===== src/inc/dtcb_consts.svh =====
// constants of the dual timer control bank
// Function
// RULE1 - three 8-bit control registers, zero at reset
// RULE2 - global bit 0 picks prescaler A clock
// RULE3 - global bit 1 picks prescaler B clock
// RULE4 - timer A bits 4:3 divide by 1/4/16/64
// RULE5 - timer B bits 4:3 same divide encoding
// RULE6 - timer A bit 7 selects event counting
// RULE7 - timer A bit 6 inserts noise rejecter
// RULE8 - timer A bit 5 picks counted edge
// RULE9 - timer A bit 0 runs timer A
// RULE10 - timer B bit 0 runs timer B
// RULE11 - wide mode joins both into 16 bits
// RULE12 - tone source A or B, wide uses combined
// RULE13 - tone toggles per underflow, gated high
// RULE14 - pulse width counts at chosen level
// RULE15 - load strobe copies reload, reads zero
// RULE16 - repeat reloads, one-shot clears run bit
`ifndef DTCB_CONSTS_SVH
`define DTCB_CONSTS_SVH
// register indices; byte address is four times the index
`define DTCB_IDX_GLOBAL 18'h0ff30
`define DTCB_IDX_CTRL_A 18'h0ff31
`define DTCB_IDX_CTRL_B 18'h0ff32
`define DTCB_IDX_RELOAD_A 18'h0ff33
`define DTCB_IDX_RELOAD_B 18'h0ff34
`define DTCB_IDX_COUNT_A 18'h0ff35
`define DTCB_IDX_COUNT_B 18'h0ff36
`define DTCB_IDX_IRQ_STAT 18'h0ff37
`define DTCB_IDX_IRQ_MASK 18'h0ff38
// field positions
`define DTCB_B_CLK_A 0
`define DTCB_B_CLK_B 1
`define DTCB_B_TONE_EN 2
`define DTCB_B_TONE_SRC 3
`define DTCB_B_WIDE 4
`define DTCB_B_RUN 0
`define DTCB_B_LOAD 1
`define DTCB_B_REPEAT 2
`define DTCB_B_DIV_LO 3
`define DTCB_B_DIV_HI 4
`define DTCB_B_POL 5
`define DTCB_B_FUNC 6
`define DTCB_B_EVENT 7
// reset values
`define DTCB_RST_CTRL 8'h00
`define DTCB_RST_RELOAD 8'hff
// noise rejecter settle time in clock cycles
`define DTCB_NR_CYCLES 8'h10
`endif


===== src/inc/dtcb_pkg.sv =====
// types of the dual timer control bank
`default_nettype none
package dtcb_pkg;
  typedef struct packed {
    logic countSource;
    logic funcSelect;
    logic pol;
    logic [1:0] div;
    logic repeatMode;
    logic run;
  } dtcb_tctl_s;
  typedef struct packed {
    logic wide;
    logic toneSrc;
    logic toneEn;
    logic ckB;
    logic ckA;
  } dtcb_gcfg_s;
endpackage : dtcb_pkg
`default_nettype wire


===== src/logic/dtcb_top.sv =====
// dual 8/16-bit timer with apb register bank
`timescale 1ns/100ps
`default_nettype none
`include "dtcb_consts.svh"
module dtcb_top (
  // clock and reset
  input wire logic clk,
  input wire logic arst_n,
  // apb slave
  input wire logic psel,
  input wire logic penable,
  input wire logic pwrite,
  input wire logic [19:0] paddr,
  input wire logic [31:0] pwdata,
  output logic [31:0] prdata,
  output logic pready,
  output logic pslverr,
  // oscillator ticks and event pin
  input wire logic low_speed_osc,
  input wire logic high_speed_osc,
  input wire logic external_count_pin,
  // outputs
  output logic divided_underflow_output,
  output logic irq
);
  // ---------------------------------------------------------------
  // helpers
  // ---------------------------------------------------------------
  function automatic logic regHit(input logic [19:0] a,
                                 input logic [17:0] idx);
    regHit = (a[1:0] == 2'h0) && (a[19:2] == idx);
  endfunction : regHit
  function automatic logic [5:0] divMask(input logic [1:0] sel);
    case (sel)
      2'h3: divMask = 6'h3f;
      2'h2: divMask = 6'h0f;
      2'h1: divMask = 6'h03;
      default: divMask = 6'h00;
    endcase
  endfunction : divMask
  // ---------------------------------------------------------------
  // registers
  // ---------------------------------------------------------------
  dtcb_pkg::dtcb_gcfg_s gcfg;
  dtcb_pkg::dtcb_tctl_s ctlA;
  dtcb_pkg::dtcb_tctl_s ctlB;
  logic [7:0] reloadA, reloadB, cntA, cntB;
  logic [1:0] irqStat, irqMask;
  logic wrEn, rdSetup, mapped;
  logic loadA, loadB, underA, underB, under16, stopA, stopB;
  logic tickA, tickB, selUnder, tone;
  assign wrEn = psel && penable && pwrite;
  assign rdSetup = psel && !penable && !pwrite;
  assign mapped = regHit(paddr, `DTCB_IDX_GLOBAL)
               || regHit(paddr, `DTCB_IDX_CTRL_A)
               || regHit(paddr, `DTCB_IDX_CTRL_B)
               || regHit(paddr, `DTCB_IDX_RELOAD_A)
               || regHit(paddr, `DTCB_IDX_RELOAD_B)
               || regHit(paddr, `DTCB_IDX_COUNT_A)
               || regHit(paddr, `DTCB_IDX_COUNT_B)
               || regHit(paddr, `DTCB_IDX_IRQ_STAT)
               || regHit(paddr, `DTCB_IDX_IRQ_MASK);
  // zero wait states; unmapped words answer with an error
  assign pready = 1'b1;
  assign pslverr = psel && penable && !mapped;
  assign loadA = wrEn && regHit(paddr, `DTCB_IDX_CTRL_A)
              && pwdata[`DTCB_B_LOAD];  // [RULE15]
  assign loadB = wrEn && regHit(paddr, `DTCB_IDX_CTRL_B)
              && pwdata[`DTCB_B_LOAD];  // [RULE15]

  always_ff @(posedge clk or negedge arst_n) begin
    if (!arst_n) begin
      gcfg <= 5'(`DTCB_RST_CTRL);  // [RULE1]
    end else if (wrEn && regHit(paddr, `DTCB_IDX_GLOBAL)) begin
      gcfg <= pwdata[4:0];
    end
  end
  // run bit: hardware stop beats a same-cycle software write
  always_ff @(posedge clk or negedge arst_n) begin
    if (!arst_n) begin
      ctlA <= 7'(`DTCB_RST_CTRL);  // [RULE1]
    end else if (wrEn && regHit(paddr, `DTCB_IDX_CTRL_A)) begin
      ctlA <= {pwdata[7:2], pwdata[`DTCB_B_RUN] && !stopA};  // [RULE9]
    end else if (stopA) begin
      ctlA.run <= 1'b0;  // [RULE16]
    end
  end

  always_ff @(posedge clk or negedge arst_n) begin
    if (!arst_n) begin
      ctlB <= 7'(`DTCB_RST_CTRL);  // [RULE1]
    end else if (wrEn && regHit(paddr, `DTCB_IDX_CTRL_B)) begin
      // upper three bits of timer b control are not implemented
      ctlB <= {2'h0, 1'b0, pwdata[4:2],
               pwdata[`DTCB_B_RUN] && !stopB};  // [RULE10]
    end else if (stopB) begin
      ctlB.run <= 1'b0;  // [RULE16]
    end
  end

  always_ff @(posedge clk or negedge arst_n) begin
    if (!arst_n) begin
      reloadA <= `DTCB_RST_RELOAD;
      reloadB <= `DTCB_RST_RELOAD;
      irqMask <= 2'h0;
    end else if (wrEn) begin
      if (regHit(paddr, `DTCB_IDX_RELOAD_A)) begin
        reloadA <= pwdata[7:0];
      end else if (regHit(paddr, `DTCB_IDX_RELOAD_B)) begin
        reloadB <= pwdata[7:0];
      end else if (regHit(paddr, `DTCB_IDX_IRQ_MASK)) begin
        irqMask <= pwdata[1:0];
      end
    end
  end

  // sticky flags: a new underflow wins over a write-one clear
  always_ff @(posedge clk or negedge arst_n) begin
    if (!arst_n) begin
      irqStat <= 2'h0;
    end else begin
      irqStat <= (irqStat & ~((wrEn && regHit(paddr, `DTCB_IDX_IRQ_STAT))
                 ? pwdata[1:0] : 2'h0))
               | {underB, underA && !gcfg.wide};
    end
  end

  always_ff @(posedge clk or negedge arst_n) begin
    if (!arst_n) begin
      irq <= 1'b0;
    end else begin
      irq <= |(irqStat & irqMask);
    end
  end

  always_ff @(posedge clk or negedge arst_n) begin
    if (!arst_n) begin
      prdata <= 32'h0;
    end else if (rdSetup) begin
      if (regHit(paddr, `DTCB_IDX_GLOBAL)) begin
        prdata <= {27'h0, gcfg};
      end else if (regHit(paddr, `DTCB_IDX_CTRL_A)) begin
        prdata <= {24'h0, ctlA[6:1], 1'b0, ctlA.run};  // [RULE15]
      end else if (regHit(paddr, `DTCB_IDX_CTRL_B)) begin
        prdata <= {24'h0, ctlB[6:1], 1'b0, ctlB.run};  // [RULE15]
      end else if (regHit(paddr, `DTCB_IDX_RELOAD_A)) begin
        prdata <= {24'h0, reloadA};
      end else if (regHit(paddr, `DTCB_IDX_RELOAD_B)) begin
        prdata <= {24'h0, reloadB};
      end else if (regHit(paddr, `DTCB_IDX_COUNT_A)) begin
        prdata <= {24'h0, cntA};
      end else if (regHit(paddr, `DTCB_IDX_COUNT_B)) begin
        prdata <= {24'h0, cntB};
      end else if (regHit(paddr, `DTCB_IDX_IRQ_STAT)) begin
        prdata <= {30'h0, irqStat};
      end else if (regHit(paddr, `DTCB_IDX_IRQ_MASK)) begin
        prdata <= {30'h0, irqMask};
      end else begin
        prdata <= 32'h0;
      end
    end
  end

  // ---------------------------------------------------------------
  // prescalers and event input
  // ---------------------------------------------------------------
  logic lsQ, hsQ, srcA, srcB, evQ, evPrev, nrLvl, evUse;
  logic [5:0] pscA, pscB;
  logic [7:0] nrCnt;
  always_ff @(posedge clk or negedge arst_n) begin
    if (!arst_n) begin
      lsQ <= 1'b0;
      hsQ <= 1'b0;
      evQ <= 1'b0;
      evPrev <= 1'b0;
    end else begin
      lsQ <= low_speed_osc;
      hsQ <= high_speed_osc;
      evQ <= external_count_pin;
      evPrev <= evUse;
    end
  end
  assign srcA = gcfg.ckA ? (high_speed_osc && !hsQ)
                         : (low_speed_osc && !lsQ);  // [RULE2]
  assign srcB = gcfg.ckB ? (high_speed_osc && !hsQ)
                         : (low_speed_osc && !lsQ);  // [RULE3]

  always_ff @(posedge clk or negedge arst_n) begin
    if (!arst_n) begin
      pscA <= 6'h00;
      pscB <= 6'h00;
    end else begin
      pscA <= srcA ? pscA + 6'h01 : pscA;
      pscB <= srcB ? pscB + 6'h01 : pscB;
    end
  end

  // filtered level follows the pin only after it holds steady
  always_ff @(posedge clk or negedge arst_n) begin
    if (!arst_n) begin
      nrCnt <= 8'h00;
      nrLvl <= 1'b0;
    end else if (evQ == nrLvl) begin
      nrCnt <= 8'h00;
    end else if (nrCnt == `DTCB_NR_CYCLES) begin
      nrLvl <= evQ;
      nrCnt <= 8'h00;
    end else begin
      nrCnt <= nrCnt + 8'h01;
    end
  end
  assign evUse = ctlA.funcSelect ? nrLvl : evQ;  // [RULE7]

  always_comb begin
    if (ctlA.countSource) begin  // [RULE6]
      tickA = (evUse != evPrev) && (evUse == ctlA.pol);  // [RULE8]
    end else begin
      tickA = srcA && ((pscA & divMask(ctlA.div)) == divMask(ctlA.div))
           && (!ctlA.funcSelect || (evQ == ctlA.pol));  // [RULE4] [RULE14]
    end
  end
  // in wide mode timer b is the upper byte, stepped by a's borrow
  assign tickB = gcfg.wide ? underA
    : (srcB && ((pscB & divMask(ctlB.div)) == divMask(ctlB.div)));
  // [RULE5] [RULE11]

  // ---------------------------------------------------------------
  // counters
  // ---------------------------------------------------------------
  assign underA = ctlA.run && tickA && (cntA == 8'h00);  // [RULE9]
  assign under16 = gcfg.wide && underA && (cntB == 8'h00);  // [RULE11]
  assign underB = gcfg.wide ? under16
                : (ctlB.run && tickB && (cntB == 8'h00));  // [RULE10]
  assign stopA = gcfg.wide ? (under16 && !ctlA.repeatMode)
               : (underA && !ctlA.repeatMode);  // [RULE16]
  assign stopB = !gcfg.wide && underB && !ctlB.repeatMode;  // [RULE16]

  always_ff @(posedge clk or negedge arst_n) begin
    if (!arst_n) begin
      cntA <= 8'h00;
    end else if (loadA || underA) begin
      cntA <= reloadA;  // [RULE15] [RULE16]
    end else if (ctlA.run && tickA) begin
      cntA <= cntA - 8'h01;
    end
  end

  always_ff @(posedge clk or negedge arst_n) begin
    if (!arst_n) begin
      cntB <= 8'h00;
    end else if (loadB || underB) begin
      cntB <= reloadB;  // [RULE15] [RULE16]
    end else if ((gcfg.wide || ctlB.run) && tickB) begin
      cntB <= cntB - 8'h01;  // [RULE11]
    end
  end

  // ---------------------------------------------------------------
  // tone output
  // ---------------------------------------------------------------
  assign selUnder = (gcfg.toneSrc || gcfg.wide) ? underB : underA;
  // [RULE12]
  always_ff @(posedge clk or negedge arst_n) begin
    if (!arst_n) begin
      tone <= 1'b0;
      divided_underflow_output <= 1'b1;
    end else begin
      tone <= tone ^ selUnder;  // [RULE13]
      divided_underflow_output <= gcfg.toneEn ? (tone ^ selUnder)
                                              : 1'b1;  // [RULE13]
    end
  end

  // ---------------------------------------------------------------
  // assertions
  // ---------------------------------------------------------------
  property p_strobe_reads_zero;
    @(posedge clk) disable iff (!arst_n)
    rdSetup && regHit(paddr, `DTCB_IDX_CTRL_A) |=> !prdata[1];
  endproperty
  a_strobe_reads_zero: assert property (p_strobe_reads_zero) // [RULE15]
    else $error("load strobe read back as one");
  property p_load_b;
    @(posedge clk) disable iff (!arst_n)
    loadB |=> cntB == $past(reloadB);
  endproperty
  a_load_b: assert property (p_load_b) // [RULE15]
    else $error("load strobe did not copy reload");
  property p_one_shot;
    @(posedge clk) disable iff (!arst_n)
    underA && !gcfg.wide && !ctlA.repeatMode && !wrEn |=> !ctlA.run;
  endproperty
  a_one_shot: assert property (p_one_shot) // [RULE16]
    else $error("one-shot timer kept running");
  property p_stopped_holds;
    @(posedge clk) disable iff (!arst_n)
    !ctlA.run && !loadA |=> $stable(cntA);
  endproperty
  a_stopped_holds: assert property (p_stopped_holds) // [RULE9]
    else $error("stopped timer changed");
  property p_tone_off_high;
    @(posedge clk) disable iff (!arst_n)
    !gcfg.toneEn ##1 !gcfg.toneEn |-> divided_underflow_output;
  endproperty
  a_tone_off_high: assert property (p_tone_off_high) // [RULE13]
    else $error("tone pin low while disabled");
  property p_tone_toggle;
    @(posedge clk) disable iff (!arst_n)
    selUnder |=> tone != $past(tone);
  endproperty
  a_tone_toggle: assert property (p_tone_toggle) // [RULE13]
    else $error("tone did not toggle on underflow");
  property p_wide_no_flag_a;
    @(posedge clk) disable iff (!arst_n)
    gcfg.wide && underA && !irqStat[0] |=> !irqStat[0];
  endproperty
  a_wide_no_flag_a: assert property (p_wide_no_flag_a) // [RULE11]
    else $error("timer a flag set in wide mode");
  property p_wide_reload;
    @(posedge clk) disable iff (!arst_n)
    under16 |=> cntA == $past(reloadA) && cntB == $past(reloadB);
  endproperty
  a_wide_reload: assert property (p_wide_reload) // [RULE11]
    else $error("wide counter did not reload");
  property p_pw_level;
    @(posedge clk) disable iff (!arst_n)
    !ctlA.countSource && ctlA.funcSelect && evQ != ctlA.pol && !loadA
    |=> $stable(cntA);
  endproperty
  a_pw_level: assert property (p_pw_level) // [RULE14]
    else $error("pulse width counted at wrong level");
  c_under16: cover property (@(posedge clk) disable iff (!arst_n)
    under16);
  c_event_tick: cover property (@(posedge clk) disable iff (!arst_n)
    ctlA.countSource && ctlA.funcSelect && tickA);
  c_flag_race: cover property (@(posedge clk) disable iff (!arst_n)
    underB && wrEn && regHit(paddr, `DTCB_IDX_IRQ_STAT));
endmodule : dtcb_top
`default_nettype wire


===== config.mk =====
export PLATFORM = sky130hd
export DESIGN_NAME = dtcb_top
export DESIGN_NICKNAME = d
export VERILOG_FILES = /design/src/inc/dtcb_pkg.sv /design/src/logic/dtcb_top.sv
export VERILOG_INCLUDE_DIRS = /design/src /design/src/inc
export SDC_FILE = /design/constraint.sdc
export NUM_CORES = 1
export LEC_CHECK = 0
export ABC_AREA = 1
export ABC_CLOCK_PERIOD_IN_PS = 2150
export BUFFER_PORTS_ARGS = -buffer_cell sky130_fd_sc_hd__buf_2
export CORE_ASPECT_RATIO = 1.5
export CORE_MARGIN = 10
export CORE_UTILIZATION = 40
export CTS_CLUSTER_DIAMETER = 80
export DETAILED_ROUTE_END_ITERATION = 8
export MAX_ROUTING_LAYER = met4
export PLACE_DENSITY = 0.62
export RECOVER_POWER = 25
export SYNTH_ARGS = -nofsm -noshare
export SYNTH_HDL_FRONTEND = slang
export SYNTH_SLANG_ARGS = --single-unit

===== constraint.sdc =====
create_clock -name clk -period 2.15 [get_ports clk]
set_input_delay 0.215 -clock clk [delete_from_list [all_inputs] [get_ports clk]]
set_output_delay 0.215 -clock clk [all_outputs]
set_load 0.05 [all_outputs]

==> results of run 1 <==
[final timing paths]
| kind | from | end | slack (ns) | cells after the start |
|---|---|---|---|---|
| setup / recovery | paddr[16] | pslverr | 0.11 | 11 |
| min in group asynchronous | arst_n | irqStat[1]$_DFF_PN0_ | 0.67 | 2 |
| hold / removal | pwdata[6] | ctlA[5]$_DFFE_PN0P_ | 0.12 | 3 |
| setup reg to reg | cntB[1]$_DFFE_PN0P_ | cntB[2]$_DFFE_PN0P_ | 0.14 | 11 |
| max in group asynchronous | arst_n | reloadB[7]$_DFFE_PN1P_ | 0.59 | 3 |
| hold reg to reg | gcfg[2]$_DFFE_PN0P_ | divided_underflow_output$_DFF_PN1_ | 0.45 | 1 |
[stage by stage]
step	utilization (%)	cell area, sq um	instances	total power [W]
floorplan	-	5320	681	0.00230
CTS	46.5	6000	893	0.00404
global route	46.9	6050	900	0.00419
detailed placement	43.9	5660	873	0.00244
finish	46.9	6050	900	0.00401
global placement	43.9	5660	873	0.00241
[layout make-up]
type	count	area, sq um	share of cell area, %
Clock buffer	10	229	3.78
Clock inverter	6	70.1	1.16
Inverter	97	369	6.10
Multi-Input combinational cell	465	2490	41.2
Sequential cell	88	2220	36.8
Tap cell	159	199	3.29
Timing Repair Buffer	75	468	7.74
[layer usage]
layer / vias to the layer above / wire length [microns] / global-route usage [%]
li1: 2230 / - / -
met1: 2175 / 5600 / 16.4
met2: 93 / 7400 / 27.1
met3: 29 / 516 / 2.66
met4: 0 / 558 / 8.68
met5: - / 0 / -
[critical path: stages]
cell and delay, ns:
buf_2 0.10, nand2_1 0.07, inv_2 0.04, nand2_1 0.09
nor2_4 0.07, nand2_2 0.16, inv_1 0.10, nand2_1 0.12
nand2_1 0.13, nor4b_2 0.39, buf_2 0.34
[synthesized netlist by cell type (2+ instances only)]
cell	n
a21boi_1	2
a21oi_1	26
a21oi_2	2
a31oi_1	3
buf_2	2
buf_4	25
buf_6	2
clkbuf_1	2
conb_1	2
dfrtp_1	71
dfstp_2	17
ha_1	6
inv_1	88
inv_2	6
inv_4	2
mux2_2	2
nand2_1	147
nand2_2	4
nand2_4	7
nand3_1	57
nand3_2	6
nand4_1	12
nor2_1	41
nor2_2	8
nor2_4	4
nor2_8	4
nor3_1	10
o211ai_1	8
o21ai_0	47
o21ai_1	2
o21ai_2	6
or2_2	4
xnor2_1	7
xor2_1	13
[logic make-up (layout without fill, tap and decap cells)]
| logic type | after synthesis | after routing | synth area share, % |
|---|---|---|---|
| compound gates | 101 | 101 | 11.1 |
| xor+xnor | 20 | 20 | 3.35 |
| fa+ha+maj | 6 | 6 | 1.44 |
| buf+inv | 129 | 188 | 11.8 |
| flops | 88 | 88 | 42.5 |
| mux | 2 | 2 | 0.431 |
| other cells | 2 | 25 | 0.144 |
| simple gates | 310 | 311 | 29.2 |
[cells in the final DEF (no fill, tap or decap), drive strengths merged]
master | synthesis | layout
clkinvlp | 0 | 2
dlygate4sd3 | 0 | 4
a31oi | 3 | 3
dfrtp | 71 | 71
nor3b | 1 | 1
nor4b | 1 | 1
nor4 | 1 | 1
conb | 2 | 25
a21oi | 28 | 28
nand3b | 1 | 1
nand3 | 63 | 63
bufinv | 0 | 1
inv | 96 | 97
a221oi | 1 | 1
nor2 | 57 | 57
buf | 30 | 68
o21ai | 55 | 55
nand2 | 158 | 159
a21boi | 2 | 2
xor2 | 13 | 13
nor3 | 11 | 11
xnor2 | 7 | 7
dfstp | 17 | 17
ha | 6 | 6
mux2 | 2 | 2
a211oi | 1 | 1
clkbuf | 2 | 13
o2111ai | 1 | 1
clkinv | 1 | 3
a22o | 1 | 1
o31ai | 1 | 1
o211ai | 8 | 8
or2 | 5 | 5
nand4 | 12 | 12
[sequential cells by signal, indices dropped and copies added (netlist names), 7 cells and up]
name and flops:
reloadA 8, nrCnt 8, ctlA 7, cntA 8, prdata 8, reloadB 8, cntB 8
[power by group]
group	leakage (nW)	switching [W]	internal, W
combinational	1.90	0.000357	0.000179
sequential	1.04	0.0000969	0.00178
clock	0.141	0.000688	0.000910
[timing repair]
action | CTS | global route
setup buffers | 0 | 6
hold buffers | 4 | 0
resized for setup | 0 | 3
hold endpoints to repair | 45 | 0
setup endpoints to repair | 0 | 14
==> metrics.txt, run 1 <==
setup TNS=0 ns; synthesized area=between 5000 and 6000 sq um; Max Cap Viol=0; Skew-Pair Late Insertion Delay=approximately 0.35 ns; crit start category=input port; # fillers=approximately 1300; Ys Warns=0; hold_ws=roughly 0.12 ns; ant diodes=0; Num CTS Buffers=9; WL/cell=15.6 microns; worst setup margin=about 0.11 ns; Post-Syn Instances=about 660; Seq/Total Area, Yosys=between 40% and 50%; min cycle time layout=2.04 ns; outcome=finished clean; Buffers on Ports=46; clk buf depth=2; Top Ports=between 90 and 100; pin count of the biggest net entering global routing=around 50; max-slew violations=0; Worst Path Max Fanout=5; chip width=approximately 110 microns; clk root buf=clkbuf_16; Area Growth Syn to Fin=15.7%; crit end category=primary output; vias in the first global route=4454; Synth area leaders=dfrtp_1, nand2_1, dfstp_2, inv_1, nand3_1; global-route wire length before repair=about 22000 microns; Post-synth ARST share=100%; Setup CP Type=input port to primary output; cell taking the most area after synthesis=dfrtp_1; Rel. slew slack=16.6%; initial antenna violation count=0; Post-synth top flop=dfrtp_1; die height=about 160 microns; WP data arrival=approximately 1.8 ns; CP required=roughly 1.9 ns; clk sink count=88; Final Hold Fails=0; initial core utilization=40.6%; crit share post-route=95.0%; grt ovf=0; Leak=~3.1 nW; share of layout cells above drive strength 1=between 20% and 30%; Yosys reg bits=88; # H-tree levels=3; total die area=approximately 18000 sq um; Iter 0 DRT Violations=284; Pre-antenna DRT Iters=5; clock-pin slew on the worst setup and hold paths=approximately 0.060 ns; Core Area=between 10000 and 15000 sq um; DP Worst Slack=between 0.1 and 0.15 ns; EDFF count, synth=0; HPWL after detailed placement=about 11000 microns; Worst VDD drop=between 0.3 and 0.4 mV; Mapped Avg Cell Area=7.94 sq um; final WL=roughly 14000 microns; row count=approximately 50; Yosys top cell area share=between 30% and 40%; post-route ant nets=0; GPL Wtd Cong=around 0.95; Hold Path Class=input port to flop; PwrDens=about 660 nW/um^2; vias per cell=5.03; Worst-Margin Slew=approximately 1.3 ns; CTS tree=yes; Yosys cell types=between 40 and 50; clock skew=about 0.0085 ns; Fmax achieved=slightly below 500 MHz; fin nets=802; Final setup violation count=0; Tot GR Track Use=approximately 16%; unrepaired setup endpoints after global routing=false; DRC=0; Vias=4527
Note: power is estimated with default switching activity, not from simulation.
==> run 2, diff against run 1 <==
--- a/config.mk
+++ b/config.mk
@@ -9,14 +9,17 @@
 export ABC_AREA = 1
 export ABC_CLOCK_PERIOD_IN_PS = 2150
 export BUFFER_PORTS_ARGS = -buffer_cell sky130_fd_sc_hd__buf_2
-export CORE_ASPECT_RATIO = 1.5
+export CELL_PAD_IN_SITES_DETAIL_PLACEMENT = 1
+export CELL_PAD_IN_SITES_GLOBAL_PLACEMENT = 2
+export CORE_ASPECT_RATIO = 1.4
 export CORE_MARGIN = 10
-export CORE_UTILIZATION = 40
+export CORE_UTILIZATION = 33
 export CTS_CLUSTER_DIAMETER = 80
 export DETAILED_ROUTE_END_ITERATION = 8
 export MAX_ROUTING_LAYER = met4
-export PLACE_DENSITY = 0.62
+export PLACE_DENSITY = 0.82
 export RECOVER_POWER = 25
 export SYNTH_ARGS = -nofsm -noshare
 export SYNTH_HDL_FRONTEND = slang
 export SYNTH_SLANG_ARGS = --single-unit
+export TNS_END_PERCENT = 1
==> metrics.txt, run 2 (same netlist as run 1, synthesis figures left out) <==
outcome=finished clean (unchanged); Core Area=15500 sq um (was 12900 sq um); min cycle time layout=2.06 ns (was 2.04 ns); Rel. slew slack=22.8% (was 16.6%); Worst VDD drop=0.536 mV (was 0.368 mV); PwrDens=652 nW/um^2 (was 663 nW/um^2); final WL=16200 microns (was 14100 microns); CTS tree=yes (unchanged); area post-placement=5750 sq um (was 5660 sq um); share of layout cells above drive strength 1=23.3% (was 21.9%); final instance area=6150 sq um (was 6050 sq um); HPWL after detailed placement=12900 microns (was 11200 microns); Area Growth Syn to Fin=17.7% (was 15.7%); Leak=3.08 nW (was 3.09 nW); Final Non-Filler Cells=938 (was 900); Pre-antenna DRT Iters=4 (was 5); Worst Path Max Fanout=6 (was 5); DRC=0 (unchanged); clk buf depth=2 (unchanged); Final setup violation count=0 (unchanged); ant diodes=0 (unchanged); origin of the critical flop-to-flop path=cntA[1]$_DFFE_PN0P_ (was cntB[1]$_DFFE_PN0P_); Num CTS Buffers=9 (unchanged); worst setup margin=0.0893 ns (was 0.107 ns); Iter 0 DRT Violations=286 (was 284); Tot GR Track Use=15.6% (was 15.7%); DP Worst Slack=0.0748 ns (was 0.134 ns); hold path startpoint=pwdata[5] (was pwdata[6]); commonest non-fill, non-tap cell in the layout=nand2_1 (unchanged); Hold Path Class=input port to flop (unchanged); R2R cell count=11 (unchanged); clock skew=0.00779 ns (was 0.00846 ns); Hold Path Sink=ctlA[4]$_DFFE_PN0P_ (was ctlA[5]$_DFFE_PN0P_); GPL Wtd Cong=0.830 (was 0.949); post-route ant nets=0 (unchanged); clk root buf=clkbuf_16 (unchanged); WL/cell=17.2 microns (was 15.6 microns); vias in the first global route=5140 (was 4454); clk sink count=88 (unchanged); Top Ports=96 (unchanged); hold_ws=0.0801 ns (was 0.118 ns); chip width=126 microns (was 113 microns); vias per cell=4.96 (was 5.03); pin count of the biggest net entering global routing=53 (was 49); Final Hold Fails=0 (unchanged); Vias=4652 (was 4527); initial antenna violation count=0 (unchanged); Worst-Margin Slew=1.16 ns (was 1.25 ns); r2r endpoint=cntB[6]$_DFFE_PN0P_ (was cntB[2]$_DFFE_PN0P_); # placed instances=916 (was 873); crit end category=flop (was primary output); fin nets=803 (was 802); global-route wire length before repair=26400 microns (was 22400 microns); WP data arrival=2.30 ns (was 1.83 ns); initial core utilization=33.6% (was 40.6%); Setup CP Type=flop to flop (was input port to primary output); Fmax achieved=485 MHz (was 490 MHz); setup TNS=0 ns (unchanged); max-slew violations=0 (unchanged); die height=169 microns (was 160 microns); row count=54 (was 51); Skew-Pair Late Insertion Delay=0.35 ns (about the same); clock-pin slew on the worst setup and hold paths=0.07 ns (was 0.06 ns); WHS Path Cells=3 (unchanged); grt ovf=0 (unchanged); Max Cap Viol=0 (unchanged); crit share post-route=95.8% (was 95.0%); CP required=2.39 ns (was 1.93 ns); # H-tree levels=3 (unchanged); Buffers on Ports=46 (unchanged); Post-CTS Setup Bufs=0 (unchanged); crit start category=flop (was input port); total die area=21300 sq um (was 18100 sq um); most frequent cells in the layout=nand2_1, inv_1, dfrtp_1, nand3_1, o21ai_0 (unchanged); worst reg2reg setup slack=0.09 ns (was 0.14 ns)
-- run 2: cell types whose count changed in the layout (fill, tap and decap cells not counted), sizes merged --
cell / previous run / this run
bufinv: 1 / 0
clkinv: 3 / 2
inv: 97 / 99
nand2: 159 / 160
-- run 2: critical path: stages, from the launching register on --
cell,delay [ns]
dfrtp_1,0.39
inv_2,0.09
ha_4,0.14
nand3_2,0.08
or2_1,0.26
nor2_2,0.15
nand4_1,0.20
nand2_4,0.21
inv_2,0.10
nand2_4,0.12
buf_4,0.14
o21ai_2,0.05
-- run 2: power breakdown --
part           leakage, nW  internal, W  switching [W]
Combinational         1.90     0.000182       0.000380
Clock                0.136     0.000830       0.000734
Sequential            1.04      0.00178       0.000104
-- run 2: stage by stage --
step | utilization, % | power (W)
finish | 39.6 | 0.00401
global route | 39.6 | 0.00421
CTS | 39.1 | 0.00405
detailed placement | 37.0 | 0.00247
global placement | 37.0 | 0.00242
floorplan | - | 0.00230
-- run 2: worst max-delay path by stage --
stage                        start                  end  slack (ns)
6_report       cntA[1]$_DFFE_PN0P_  cntB[6]$_DFFE_PN0P_        0.09
5_1_grt        pscA[0]$_DFFE_PN0N_       tone$_DFF_PN0_       -0.03
4_1_cts        cntA[0]$_DFFE_PN0P_  cntB[1]$_DFFE_PN0P_        0.05
3_5_place_dp   cntA[0]$_DFFE_PN0P_  cntB[1]$_DFFE_PN0P_        0.07
3_3_place_gp   cntA[0]$_DFFE_PN0P_  cntB[3]$_DFFE_PN0P_        0.13
2_1_floorplan            paddr[17]              pslverr        0.06
-- run 2: layer usage --
layer	global-route usage, %	up-vias	share of wire, %
met5	-	-	0
met4	6.40	0	3.6
met3	2.72	33	2.4
met2	28.7	69	55
met1	16.0	2314	39
li1	-	2236	-
-- run 2: repair_timing --
item	4_1_cts	5_1_grt
hold endpoints to repair	21	0
hold buffers	4	0
resized for setup	0	18
endpoints found under the setup margin	0	18
-- run 2: area by class of cell --
type / instances / area, sq um
clock inverters: 6 / 50.0
well taps: 196 / 245
flip-flops and latches: 88 / 2220
inverters: 97 / 372
multi-input cells: 466 / 2550
fillers: 1934 / 9390
clock buffers: 10 / 239
repair buffers: 75 / 469
